<file path="src/gp_params.svh">
// Register indices, port numbers, reset values and bus answers of the GPIO port block
`ifndef GP_PARAMS_SVH
`define GP_PARAMS_SVH

// Register index inside one port (word address bits 2:0)
`define GP_REG_LEVEL   3'h0
`define GP_REG_LATCH   3'h1
`define GP_REG_DIR     3'h2
`define GP_REG_ANSEL   3'h3
`define GP_REG_PULLUP  3'h4
`define GP_REG_THRESH  3'h5
`define GP_REG_SLEW    3'h6
`define GP_REG_ODRAIN  3'h7

// Port number (word address bits 5:3)
`define GP_PORT_A      3'h0
`define GP_PORT_D      3'h3
`define GP_NPORT       3'h5

// Reset values
`define GP_RST_LAT     8'h00
`define GP_RST_DIR     8'hFF
`define GP_RST_ANSEL   8'hFF
`define GP_RST_PAD     8'h00

// Bus answers
`define GP_RSP_OK      2'h0
`define GP_RSP_DECERR  2'h3

`endif

</file>
<file path="src/gp_pkg.sv">
// Types shared by the GPIO port block
package gp_pkg;
   typedef logic [7:0] gp_byte_t;
   // Pin owner, highest priority first
   typedef enum logic [1:0] {
      GP_OWN_CFG,
      GP_OWN_AOUT,
      GP_OWN_AIN,
      GP_OWN_DIG
   } gp_own_e;
endpackage : gp_pkg

</file>
<file path="src/gp_port.sv">
// One eight-pin port: control registers, pin synchroniser and register read mux
`timescale 1ns/1ps
`default_nettype none
`include "gp_params.svh"
module gp_port (
   // Clock and reset
   input  wire logic             clk_i,
   input  wire logic             sys_rst_i,
   // Register access
   input  wire logic             wr_en_i,
   input  wire logic [2:0]       idx_i,
   input  wire gp_pkg::gp_byte_t wdata_i,
   output var  gp_pkg::gp_byte_t rdata_o,
   // Pin levels
   input  wire logic [7:0]       pin_i,
   // Register contents
   output logic [7:0]            lat_o,
   output logic [7:0]            dir_o,
   output logic [7:0]            ansel_o,
   output logic [7:0]            pullup_o,
   output logic [7:0]            thresh_o,
   output logic [7:0]            slew_o,
   output logic [7:0]            odrain_o,
   output logic [7:0]            level_o
);
   import gp_pkg::*;

   gp_byte_t lat_r;
   gp_byte_t dir_r;
   gp_byte_t ansel_r;
   gp_byte_t pu_r;
   gp_byte_t th_r;
   gp_byte_t sl_r;
   gp_byte_t od_r;
   gp_byte_t s1_r;
   gp_byte_t s2_r;
   gp_byte_t s3_r;
   gp_byte_t lvl_r;
   gp_byte_t lvl_nxt;
   gp_byte_t agree_w;
   logic     wr_lat_w;

   // Writes to the level or latch register both land in the latch
   assign wr_lat_w = wr_en_i && (idx_i == `GP_REG_LEVEL || idx_i == `GP_REG_LATCH);

   always_ff @(posedge clk_i) begin
      if (sys_rst_i) begin
         lat_r   <= `GP_RST_LAT;
         dir_r   <= `GP_RST_DIR;
         ansel_r <= `GP_RST_ANSEL;
         pu_r    <= `GP_RST_PAD;
         th_r    <= `GP_RST_PAD;
         sl_r    <= `GP_RST_PAD;
         od_r    <= `GP_RST_PAD;
      end else begin
         if (wr_lat_w) lat_r <= wdata_i;
         if (wr_en_i && idx_i == `GP_REG_DIR) dir_r <= wdata_i;
         if (wr_en_i && idx_i == `GP_REG_ANSEL) ansel_r <= wdata_i;
         if (wr_en_i && idx_i == `GP_REG_PULLUP) pu_r <= wdata_i;
         if (wr_en_i && idx_i == `GP_REG_THRESH) th_r <= wdata_i;
         if (wr_en_i && idx_i == `GP_REG_SLEW) sl_r <= wdata_i;
         if (wr_en_i && idx_i == `GP_REG_ODRAIN) od_r <= wdata_i;
      end
   end

   // Three-stage pin synchroniser; a bit changes once stages two and three agree
   assign agree_w = ~(s2_r ^ s3_r);
   assign lvl_nxt = (agree_w & s3_r) | (~agree_w & lvl_r);

   always_ff @(posedge clk_i) begin
      if (sys_rst_i) begin
         s1_r  <= 8'h00;
         s2_r  <= 8'h00;
         s3_r  <= 8'h00;
         lvl_r <= 8'h00;
      end else begin
         s1_r  <= pin_i;
         s2_r  <= s1_r;
         s3_r  <= s2_r;
         lvl_r <= lvl_nxt;
      end
   end

   // Analog pins have their digital input buffer off and read as zero
   assign level_o = lvl_r & ~ansel_r;

   assign lat_o    = lat_r;
   assign dir_o    = dir_r;
   assign ansel_o  = ansel_r;
   assign pullup_o = pu_r;
   assign thresh_o = th_r;
   assign slew_o   = sl_r;
   assign odrain_o = od_r;

   assign rdata_o = (idx_i == `GP_REG_LEVEL)  ? level_o :
                    (idx_i == `GP_REG_LATCH)  ? lat_r :
                    (idx_i == `GP_REG_DIR)    ? dir_r :
                    (idx_i == `GP_REG_ANSEL)  ? ansel_r :
                    (idx_i == `GP_REG_PULLUP) ? pu_r :
                    (idx_i == `GP_REG_THRESH) ? th_r :
                    (idx_i == `GP_REG_SLEW)   ? sl_r : od_r;
endmodule : gp_port
`default_nettype wire

</file>
<file path="src/gp_top.sv">
// GPIO port block: Avalon-MM register slave, port banks and pin ownership
// What this block does
// Each port has eight registers: level, latch, direction, analog, pull-up, threshold, slew, drain.
// Writing the latch register acts exactly like writing the level register.
// Reading the latch register returns the latch contents, not pins.
// Reading the level register returns the sampled pin levels.
// A set analog select bit turns off that pin's digital input buffer.
// An enabled peripheral takes the pin from the latch; the pin stays readable.
// After reset every pin's output source is the port latch.
// Analog inputs connect to a pin only while its analog bit is set.
// Analog mode does not stop a digital output from driving the pin.
// An enabled analog output wins over digital outputs and floats the driver.
// Ownership priority: configuration, analog output, analog input, then digital.
// Ports A, B, C and E always exist; port D only in the large variant.
// Direction one makes a pin input; zero drives the latch onto the pin.
// A pin in analog mode reads back as zero.
// Analog select bits reset to analog mode.
// Registers are eight bits, one bit per pin, pins independent.
`timescale 1ns/1ps
`default_nettype none
`include "gp_params.svh"
module gp_top #(
   parameter bit HAS_BANK_D = 1'b1,
   parameter int NPORT      = 5,
   parameter int NPIN       = NPORT * 8
) (
   // Clock and reset
   input  wire logic            clk_i,
   input  wire logic            sys_rst_i,
   // Avalon-MM slave
   input  wire logic [5:0]      avs_address_i,
   input  wire logic            avs_read_i,
   input  wire logic            avs_write_i,
   input  wire logic [31:0]     avs_writedata_i,
   input  wire logic [3:0]      avs_byteenable_i,
   output logic [31:0]          avs_readdata_o,
   output logic                 avs_waitrequest_o,
   output logic [1:0]           avs_response_o,
   // Pads
   input  wire logic [NPIN-1:0] pin_i,
   output logic [NPIN-1:0]      pin_o,
   output logic [NPIN-1:0]      pin_oe_o,
   output logic [NPIN-1:0]      pullup_en_o,
   output logic [NPIN-1:0]      slew_lim_o,
   output logic [NPIN-1:0]      ttl_sel_o,
   // Configuration bits and analog side
   input  wire logic [NPIN-1:0] cfg_own_i,
   input  wire logic [NPIN-1:0] aout_en_i,
   output logic [NPIN-1:0]      ana_in_en_o,
   // Peripheral pin router side
   input  wire logic [NPIN-1:0] pps_en_i,
   input  wire logic [NPIN-1:0] pps_out_i,
   output logic [NPIN-1:0]      dig_in_o
);
   import gp_pkg::*;

   localparam logic [4:0] PRESENT_M = HAS_BANK_D ? 5'h1F : 5'h17;

   // Bus decode
   logic [2:0]      port_sel_w;
   logic [2:0]      reg_sel_w;
   logic            port_ok_w;
   logic            mapped_w;
   logic            wr_acc_w;
   logic            rd_take_w;
   gp_byte_t        rsel_w;
   logic            rd_pend_r;
   logic [31:0]     rdata_r;
   logic [1:0]      rsp_r;

   // Port bank contents, flattened one bit per pin
   gp_byte_t        rdat_w [NPORT];
   logic [NPORT-1:0] wr_w;
   logic [NPIN-1:0] lat_w;
   logic [NPIN-1:0] dir_w;
   logic [NPIN-1:0] ansel_w;
   logic [NPIN-1:0] od_w;
   logic [NPIN-1:0] dlvl_w;
   logic [NPIN-1:0] here_w;

   // Pin ownership and drive
   gp_own_e         own_w [NPIN];
   logic [NPIN-1:0] dat_w;
   logic [NPIN-1:0] drv_w;
   logic [NPIN-1:0] oe_nxt;
   logic [NPIN-1:0] out_nxt;
   logic [NPIN-1:0] ain_nxt;
   logic [NPIN-1:0] pin_r;
   logic [NPIN-1:0] oe_r;
   logic [NPIN-1:0] ain_r;

   assign port_sel_w = avs_address_i[5:3];
   assign reg_sel_w  = avs_address_i[2:0];
   assign port_ok_w  = port_sel_w < `GP_NPORT;
   // Port D decodes only in the large variant
   assign mapped_w   = port_ok_w && PRESENT_M[port_sel_w];
   assign wr_acc_w   = avs_write_i && mapped_w && avs_byteenable_i[0];
   assign rd_take_w  = avs_read_i && !rd_pend_r;
   assign rsel_w     = mapped_w ? rdat_w[port_sel_w] : 8'h00;

   // Reads wait one cycle; writes are taken at once
   assign avs_waitrequest_o = avs_read_i && !rd_pend_r;
   assign avs_readdata_o    = rdata_r;
   assign avs_response_o    = rsp_r;

   always_ff @(posedge clk_i) begin
      if (sys_rst_i) begin
         rd_pend_r <= 1'b0;
         rdata_r   <= 32'h0000_0000;
         rsp_r     <= `GP_RSP_OK;
      end else if (rd_take_w) begin
         rd_pend_r <= 1'b1;
         rdata_r   <= {24'h00_0000, rsel_w};
         rsp_r     <= mapped_w ? `GP_RSP_OK : `GP_RSP_DECERR;
      end else begin
         rd_pend_r <= 1'b0;
      end
   end

   // One register bank per port
   for (genvar p = 0; p < NPORT; p++) begin : g_port
      assign wr_w[p]  = wr_acc_w && port_sel_w == 3'(p);
      assign here_w[p*8 +: 8] = {8{PRESENT_M[p]}};
      gp_port u_port (
         .clk_i    (clk_i),
         .sys_rst_i(sys_rst_i),
         .wr_en_i  (wr_w[p]),
         .idx_i    (reg_sel_w),
         .wdata_i  (avs_writedata_i[7:0]),
         .rdata_o  (rdat_w[p]),
         .pin_i    (pin_i[p*8 +: 8]),
         .lat_o    (lat_w[p*8 +: 8]),
         .dir_o    (dir_w[p*8 +: 8]),
         .ansel_o  (ansel_w[p*8 +: 8]),
         .pullup_o (pullup_en_o[p*8 +: 8]),
         .thresh_o (ttl_sel_o[p*8 +: 8]),
         .slew_o   (slew_lim_o[p*8 +: 8]),
         .odrain_o (od_w[p*8 +: 8]),
         .level_o  (dlvl_w[p*8 +: 8])
      );
   end

   // Per-pin owner and driver
   for (genvar i = 0; i < NPIN; i++) begin : g_pin
      assign own_w[i] = cfg_own_i[i] ? GP_OWN_CFG :
                        aout_en_i[i] ? GP_OWN_AOUT :
                        ansel_w[i]   ? GP_OWN_AIN :
                                       GP_OWN_DIG;
      // Router source when enabled, otherwise the latch
      assign dat_w[i] = pps_en_i[i] ? pps_out_i[i] : lat_w[i];
      // Digital drive in digital and analog-input modes
      assign drv_w[i] = (own_w[i] == GP_OWN_DIG || own_w[i] == GP_OWN_AIN)
                        && !dir_w[i] && here_w[i];
      // Open drain only pulls low
      assign oe_nxt[i]  = drv_w[i] && !(od_w[i] && dat_w[i]);
      assign out_nxt[i] = dat_w[i] && !od_w[i];
      assign ain_nxt[i] = own_w[i] == GP_OWN_AIN && here_w[i];
   end

   always_ff @(posedge clk_i) begin
      if (sys_rst_i) begin
         pin_r <= '0;
         oe_r  <= '0;
         ain_r <= '0;
      end else begin
         pin_r <= out_nxt;
         oe_r  <= oe_nxt;
         ain_r <= ain_nxt;
      end
   end

   assign pin_o       = pin_r;
   assign pin_oe_o    = oe_r;
   assign ana_in_en_o = ain_r;
   // Pin stays readable whoever owns it, unless its analog select bit is set or its port is absent
   assign dig_in_o    = dlvl_w & here_w;
endmodule : gp_top
`default_nettype wire

</file>
<file path="config.mk">
export PLATFORM = sky130hd
export DESIGN_NAME = gp_top
export DESIGN_NICKNAME = d
export VERILOG_FILES = /design/src/gp_pkg.sv /design/src/gp_port.sv /design/src/gp_top.sv
export VERILOG_INCLUDE_DIRS = /design/src
export SDC_FILE = /design/constraint.sdc
export NUM_CORES = 1
export LEC_CHECK = 0
export ABC_AREA = 1
export BUFFER_PORTS_ARGS = -buffer_cell sky130_fd_sc_hd__buf_4
export CORE_UTILIZATION = 30
export DETAILED_ROUTE_END_ITERATION = 16
export HOLD_SLACK_MARGIN = 0.1
export SLEW_MARGIN = 20
export SYNTH_ARGS = -nofsm -noshare
export SYNTH_HDL_FRONTEND = slang
export SYNTH_HIERARCHICAL = 1
export SYNTH_SLANG_ARGS = --single-unit
</file>
<file path="constraint.sdc">
create_clock -name clk_i -period 1.7 [get_ports clk_i]
set_input_delay 0.255 -clock clk_i [delete_from_list [all_inputs] [get_ports clk_i]]
set_output_delay 0.255 -clock clk_i [all_outputs]
set_load 0.03 [all_outputs]
</file>
# After elaboration in Yosys (flattened, before gate mapping)
# Memories as Yosys holds them, arrays and structs flattened.
# Cells that the tools add are included.
[op_classes]
order_cmp = 3
bitwise_logic = 41
muxes = 202
eq_ne = 91
reduce_logical = 368
[ops]
columns = ["op", "count"]
rows = [
  ["8-bit 2-to-1 mux", 38],
  ["1-bit logical AND", 204],
  ["2-bit 2-to-1 mux", 81],
  ["2-bit equality test, second input constant", 80],
  ["1-bit logical NOT", 121],
  ["8-bit bitwise AND", 15],
  ["8-bit NOT", 15],
  ["1-bit 2-to-1 mux", 82],
  ["1-bit logical OR", 41],
  ["8-bit OR", 5],
  ["8-bit XOR", 5],
  ["8-bit binary-select mux with 3-bit select", 1],
  ["3-bit equality test, second input constant", 5],
  ["3-bit by 2-bit equality test with 1-bit output, second input constant", 4],
  ["3-bit by 1-bit equality test with 1-bit output, second input constant", 2],
  ["3-bit logical NOT", 2],
  ["4-bit >= comparator, second input constant", 1],
  ["3-bit by 4-bit < comparator with 1-bit output, second input constant", 1],
  ["3-bit NOT with 4-bit output", 1],
  ["3-bit < comparator, second input constant", 1],
]
[totals]
mem_bits_ro = 8
regBits = 571
mem_count = 1
output_inout_bits = 315
word_cells = 767
[memory_table]
columns = ["name", "words", "width", "read_ports", "rd_clocked_by_memory_dff", "write_ports", "line", "source"]
rows = [
  ["(name not given)", 8, 1, 1, 0, 0, "gp_top.sv:96", "assign mapped_w = port_ok_w && PRESENT_M[port_sel_w];"],
]

# Logic depth before layout (Yosys ltp)
[logic_depth]
word_depth = 12
ltp_mapped = 19

# Cells and area by module
# The synthesis kept the hierarchy.
[by_module_without_submodules]
columns = ["module", "cells_each", "instances", "seq_area_each_um2", "area_each_um2"]
rows = [
  ["gp_port", 511, 5, 1761.7, 3701.0],
  ["gp_top", 691, 1, 2602.5, 5202.5],
]

# Worst setup path after synthesis
# OpenSTA, ideal clock, no wires.
[synth_path]
path_type = "input to register"
from = "in avs_address_i[4]"
to = "reg g_port[4].u_port.lat_r[3]"
cell_stages = 11
path_slack_ps = -60
n_path_buf = 2
setup_ps = 119
arrival_time_ps = 1640
required_ps = 1581
cell_sequence = "buf_6 > nor2_4 > inv_2 > nor2_8 > and3_1 > inv_1 > nor2_1 > inv_1 > buf_2 > o21ai_0 > a21oi_1"
[synth_between]
elab_chain_cells = 7
elab_cells_between_ends = 9
classes_between = "1 x order compare; 1 x eq/ne; 1 x mux; 5 x reduce/logical; 1 x memory"
[synth_rtl]
columns = ["element", "line", "source"]
rows = [
  ["start: declaration", "gp_top.sv:31", "input wire logic [5:0] avs_address_i,"],
  ["memory read 8 x 1 bit", "n/a", ""],
  ["1-bit 2-to-1 mux (not written as such)", "gp_top.sv:96", ""],
  ["1-bit logical AND", "gp_top.sv:96", ""],
  ["1-bit logical AND (2 in a row)", "gp_top.sv:97", "assign wr_acc_w = avs_write_i && mapped_w && avs_byteenable_i[0];"],
  ["1-bit logical AND *", "gp_top.sv:122", "assign wr_w[p] = wr_acc_w && port_sel_w == 3'(p);"],
  ["via wr_w[4]", "gp_top.sv:73", "logic [NPORT-1:0] wr_w;"],
  ["1-bit logical AND *", "gp_port.sv:44", "assign wr_lat_w = wr_en_i && (idx_i == `GP_REG_LEVEL || idx_i == `GP_REG_LATCH);"],
  ["end signal: assignment", "gp_port.sv:48", "lat_r <= `GP_RST_LAT;"],
  ["end signal: assignment", "gp_port.sv:56", "if (wr_lat_w) lat_r <= wdata_i;"],
  ["end: declaration", "gp_port.sv:28", "gp_byte_t lat_r;"],
]
# Mark *: on every way through the listed nets, which the timed path passes. The rest lies on a longest branch. The select of a mux whose other input is x is not followed.
# A chain may end at the register's enable or synchronous reset.

# Worst setup path after layout
[layout_path]
from = "in cfg_own_i[0]"
to = "reg oe_r[0] (netlist: pin_oe_o[0])"
[layout_between]
elab_chain_cells = 5
elab_cells_between_ends = 6
classes_between = "2 x eq/ne; 1 x mux; 3 x reduce/logical"
[layout_rtl]
columns = ["element", "line", "source"]
rows = [
  ["start: declaration", "gp_top.sv:47", "input wire logic [NPIN-1:0] cfg_own_i,"],
  ["2-bit 2-to-1 mux *", "gp_top.sv:145", "assign own_w[i] = cfg_own_i[i] ? GP_OWN_CFG :"],
  ["2-bit equality test", "gp_top.sv:152", "assign drv_w[i] = (own_w[i] == GP_OWN_DIG || own_w[i] == GP_OWN_AIN)"],
  ["1-bit logical OR *", "gp_top.sv:152", ""],
  ["1-bit logical AND *", "gp_top.sv:153", "&& !dir_w[i] && here_w[i];"],
  ["1-bit logical AND *", "gp_top.sv:155", "assign oe_nxt[i] = drv_w[i] && !(od_w[i] && dat_w[i]);"],
  ["end signal: assignment", "gp_top.sv:167", "oe_r <= oe_nxt;"],
  ["end: declaration", "gp_top.sv:89", "logic [NPIN-1:0] oe_r;"],
]
# Mark *: on every way between the ends. The rest lies on a longest branch, timed or not.

==> run metrics <==
cell at the root of the clock tree=clkbuf_16; number of port buffers=509; Clock Skew=30.2 ps; outcome=finished, final reports clean; 1st-pass router iterations=8; crit path launch=cfg_own_i[0]; launching point of the worst reg2reg path=g_port[3].u_port/slew_o[5]; layout cell share with drive strength beyond 1=29.5%; # IOs=561; number of design rule violations left after detail routing=0; TritonCTS Buffers=66; total number of clock tree sinks=570; final net count=4491; CTS tree=yes; row cnt=102; Initial Utilization=30.5%; post-placement cell count=5005; Synth Register Bits=570; category of the critical setup timing path=in -> reg; vias=24800; Netlist cell types=35; R2R cell count=16; number of global-route vias before repair=23900; antenna violations before repair=9; Peak Freq=597 MHz; core area=77800 µm²; routed length on met1=43200 µm; pin count of the biggest net entering global routing=62; Detailed Place HPWL=73000 µm; setup violators final=0; final critical delay including setup and external delays=1670 ps; average via count per standard cell=4.66; Slew @ Worst Pin=540 ps; net switching component of the power=8.15 mW; RSZ-0062 raised after global routing=yes; arrival time at the worst endpoint=2170 ps; post-synthesis area per instance=7.30 µm²; relative contribution of sequential cells to total power=43.5%; last weighted congestion value of the routability-driven placer=0.912; path class of the lowest-slack min-delay path=in -> reg; Routed WL=99000 µm; number of standard cells after synthesis=3246; final worst-path cycle share=98.5%; max capacitance violation total=0; fraction of registers with async set or reset after synthesis=0%; normalized max-slew margin=63.6%; peak ir drop on the vdd network=0.662 mV; clock slew at reported path FFs=60 ps; number of enable-type register cells in the synthesized netlist=0; Final Slew Violations=0; Layout Area Growth over Synthesis=50.4%; Worst Hold Depth=5; routed length per instance=18.6 µm; reported leakage power=16.4 nW; Worst setup EP type=flop; netlist area before placement=23700 µm²; part of the power in combinational logic=11.8%; Critical Path Fanout Max=2; warnings from Yosys=6; power density of the placed cells=887 nW/µm²; share of power burned in the clock network=44.7%; Int Pwr=23.5 mW; net switching share of the total power=25.8%; Total Routing Usage GR=23.8%; Die Outline Area=80200 µm²; most instantiated flip-flop cell in the synthesis netlist=dfxtp_1; origin of the worst min-delay path=pps_out_i[22]; sum of met2 wire segment lengths after detailed routing=47200 µm; uppermost routed layer=met5; final cell count without fillers=5334; Remaining Overflow, GRT=0; Die Ht=283 µm; first-pass GRT wire length=146000 µm; Fin. Hold Viols=0; Iter 0 DRT Violations=1588; met3 layer wire length in the routed design=6510 µm; Setup TNS=0 ps; die span in x=283 µm; level count of the clock H-tree=3; kind of start point of the critical path=primary input; clock insertion delay at the later pin of the skew report=610 ps; ANT nets after route=0; proportion of synthesized chip area in sequential cells=48.1%; deepest clock path buffer count=3; required time of the worst setup path=2190 ps
[layout by cell type (no fill, tap or decap), types with 24 or more instances in the layout]
cell type / Yosys / routed
conb_1: 1 / 24
inv_1: 372 / 361
clkbuf_16: 0 / 68
nand3_2: 5 / 31
nand2_1: 523 / 507
buf_12: 0 / 29
nor4_1: 40 / 39
dfxtp_1: 570 / 536
nor2_2: 16 / 33
nand3_1: 211 / 185
nor2_4: 32 / 53
a21oi_1: 206 / 190
o211ai_1: 30 / 30
inv_2: 44 / 56
nor3_1: 42 / 42
or2_2: 65 / 65
dfxtp_2: 0 / 34
nor2_1: 605 / 567
buf_4: 36 / 807
dlygate4sd3_1: 0 / 195
a211oi_1: 35 / 35
o21ai_0: 265 / 265
[cell families (layout without fill, tap and decap cells)]
group	count (synthesis)	in the layout	share of synthesized area, %
AO/OA/AOI/OAI	550	550	12.4
buffers and inverters	549	1573	9.90
flip-flops	570	570	48.1
AND/OR/NAND/NOR	1576	1576	29.5
other	1	25	0.0158
[registers in the layout (all words and copies together), names as in the netlist, named ones only]
name	count
ana_in_en_o	40
avs_readdata_o	8
avs_response_o	1
g_port.u_port/ansel_o	40
g_port.u_port/dir_o	40
g_port.u_port/lat_o	40
g_port.u_port/odrain_o	40
g_port.u_port/pullup_o	40
g_port.u_port/s1_r	40
g_port.u_port/s2_r	40
g_port.u_port/s3_r	40
g_port.u_port/slew_o	40
g_port.u_port/thresh_o	40
pin_o	40
pin_oe_o	40
rd_pend_r	1
[power groups by stage]
stage          Combinational, mW  Sequential (mW)  Clock, mW
2_1_floorplan               1.41             14.2          0
4_1_cts                     3.66             13.8       14.4
5_1_grt                     4.03             13.8       15.0
3_3_place_gp                3.28             14.0          0
6_report                    3.74             13.8       14.1
3_5_place_dp                3.28             14.0          0
[synth_stat cells, types with 3 or more instances]
cell type,number,area (µm²)
buf_4,36,270
dfxtp_1,570,11400
buf_1,7,26.3
nand2_4,5,56.3
a22oi_1,5,37.5
a21oi_2,3,26.3
inv_2,44,165
nor3_1,42,210
buf_2,23,115
buf_6,16,180
nand3_2,5,50.1
nand3_4,5,87.6
o21ai_0,265,1330
inv_1,372,1400
clkbuf_1,49,184
o211ai_1,30,225
nand2_1,523,1960
nor2_2,16,100
a21oi_1,206,1030
or2_1,5,31.3
nor2_1,605,2270
or2_0,5,31.3
nor2_4,32,360
nand3_1,211,1060
a211oi_1,35,263
or2_2,65,407
nor4_1,40,250
nand4_1,15,93.8
o21a_1,5,37.5
[final timing paths]
check / slack, ps / endpoint
setup reg to reg: 100 / avs_readdata_o[5]
hold reg to reg: 400 / g_port[3].u_port/s2_r[5]
setup / recovery: 30 / pin_oe_o[0]
hold / removal: 120 / pin_o[22]
[metrics by stage]
stage / power, mW / setup slack, ps / instance area [µm²] / utilization, % / hold WS, ps
2_1_floorplan: 15.6 / 8.15 / 23800 / - / 362
3_3_place_gp: 17.3 / -619 / 30900 / 39.7 / 389
3_5_place_dp: 17.3 / -558 / 30900 / 39.7 / 394
4_1_cts: 31.8 / -34.1 / 35200 / 45.2 / 103
5_1_grt: 32.8 / -47.2 / 35700 / 45.8 / 124
6_report: 31.6 / 26.2 / 35700 / 45.8 / 120
[worst max-delay path, stage by stage]
cell	delay (ps)
dlygate4sd3_1	540
buf_4	130
or2_2	290
dlygate4sd3_1	680
nor4_1	260
[repair_timing]
item	in CTS	in global routing
pin swaps	7	45
hold buffers	195	0
resized for setup	58	116
setup endpoints to repair	38	30
endpoints found under the hold margin	176	0
buffers inserted	4	15
[final cells by class]
class,instances,area [µm²]
fill,7710,42200
sequential,570,11500
multi-input combinational,2150,10500
timing repair buffer,1039,8680
clock buffer,97,1970
inverter,418,1570
tap,1040,1300
clock inverter,19,188
antenna,1,2.50
[routing by layer]
| layer | up-vias | track usage (%) |
|---|---|---|
| met5 | - | 0 |
| met4 | 10 | 5.93 |
| met3 | 132 | 5.29 |
| met2 | 848 | 40.4 |
| met1 | 11500 | 30.4 |
| li1 | 12300 | - |
(Power assumes the default switching activity.)
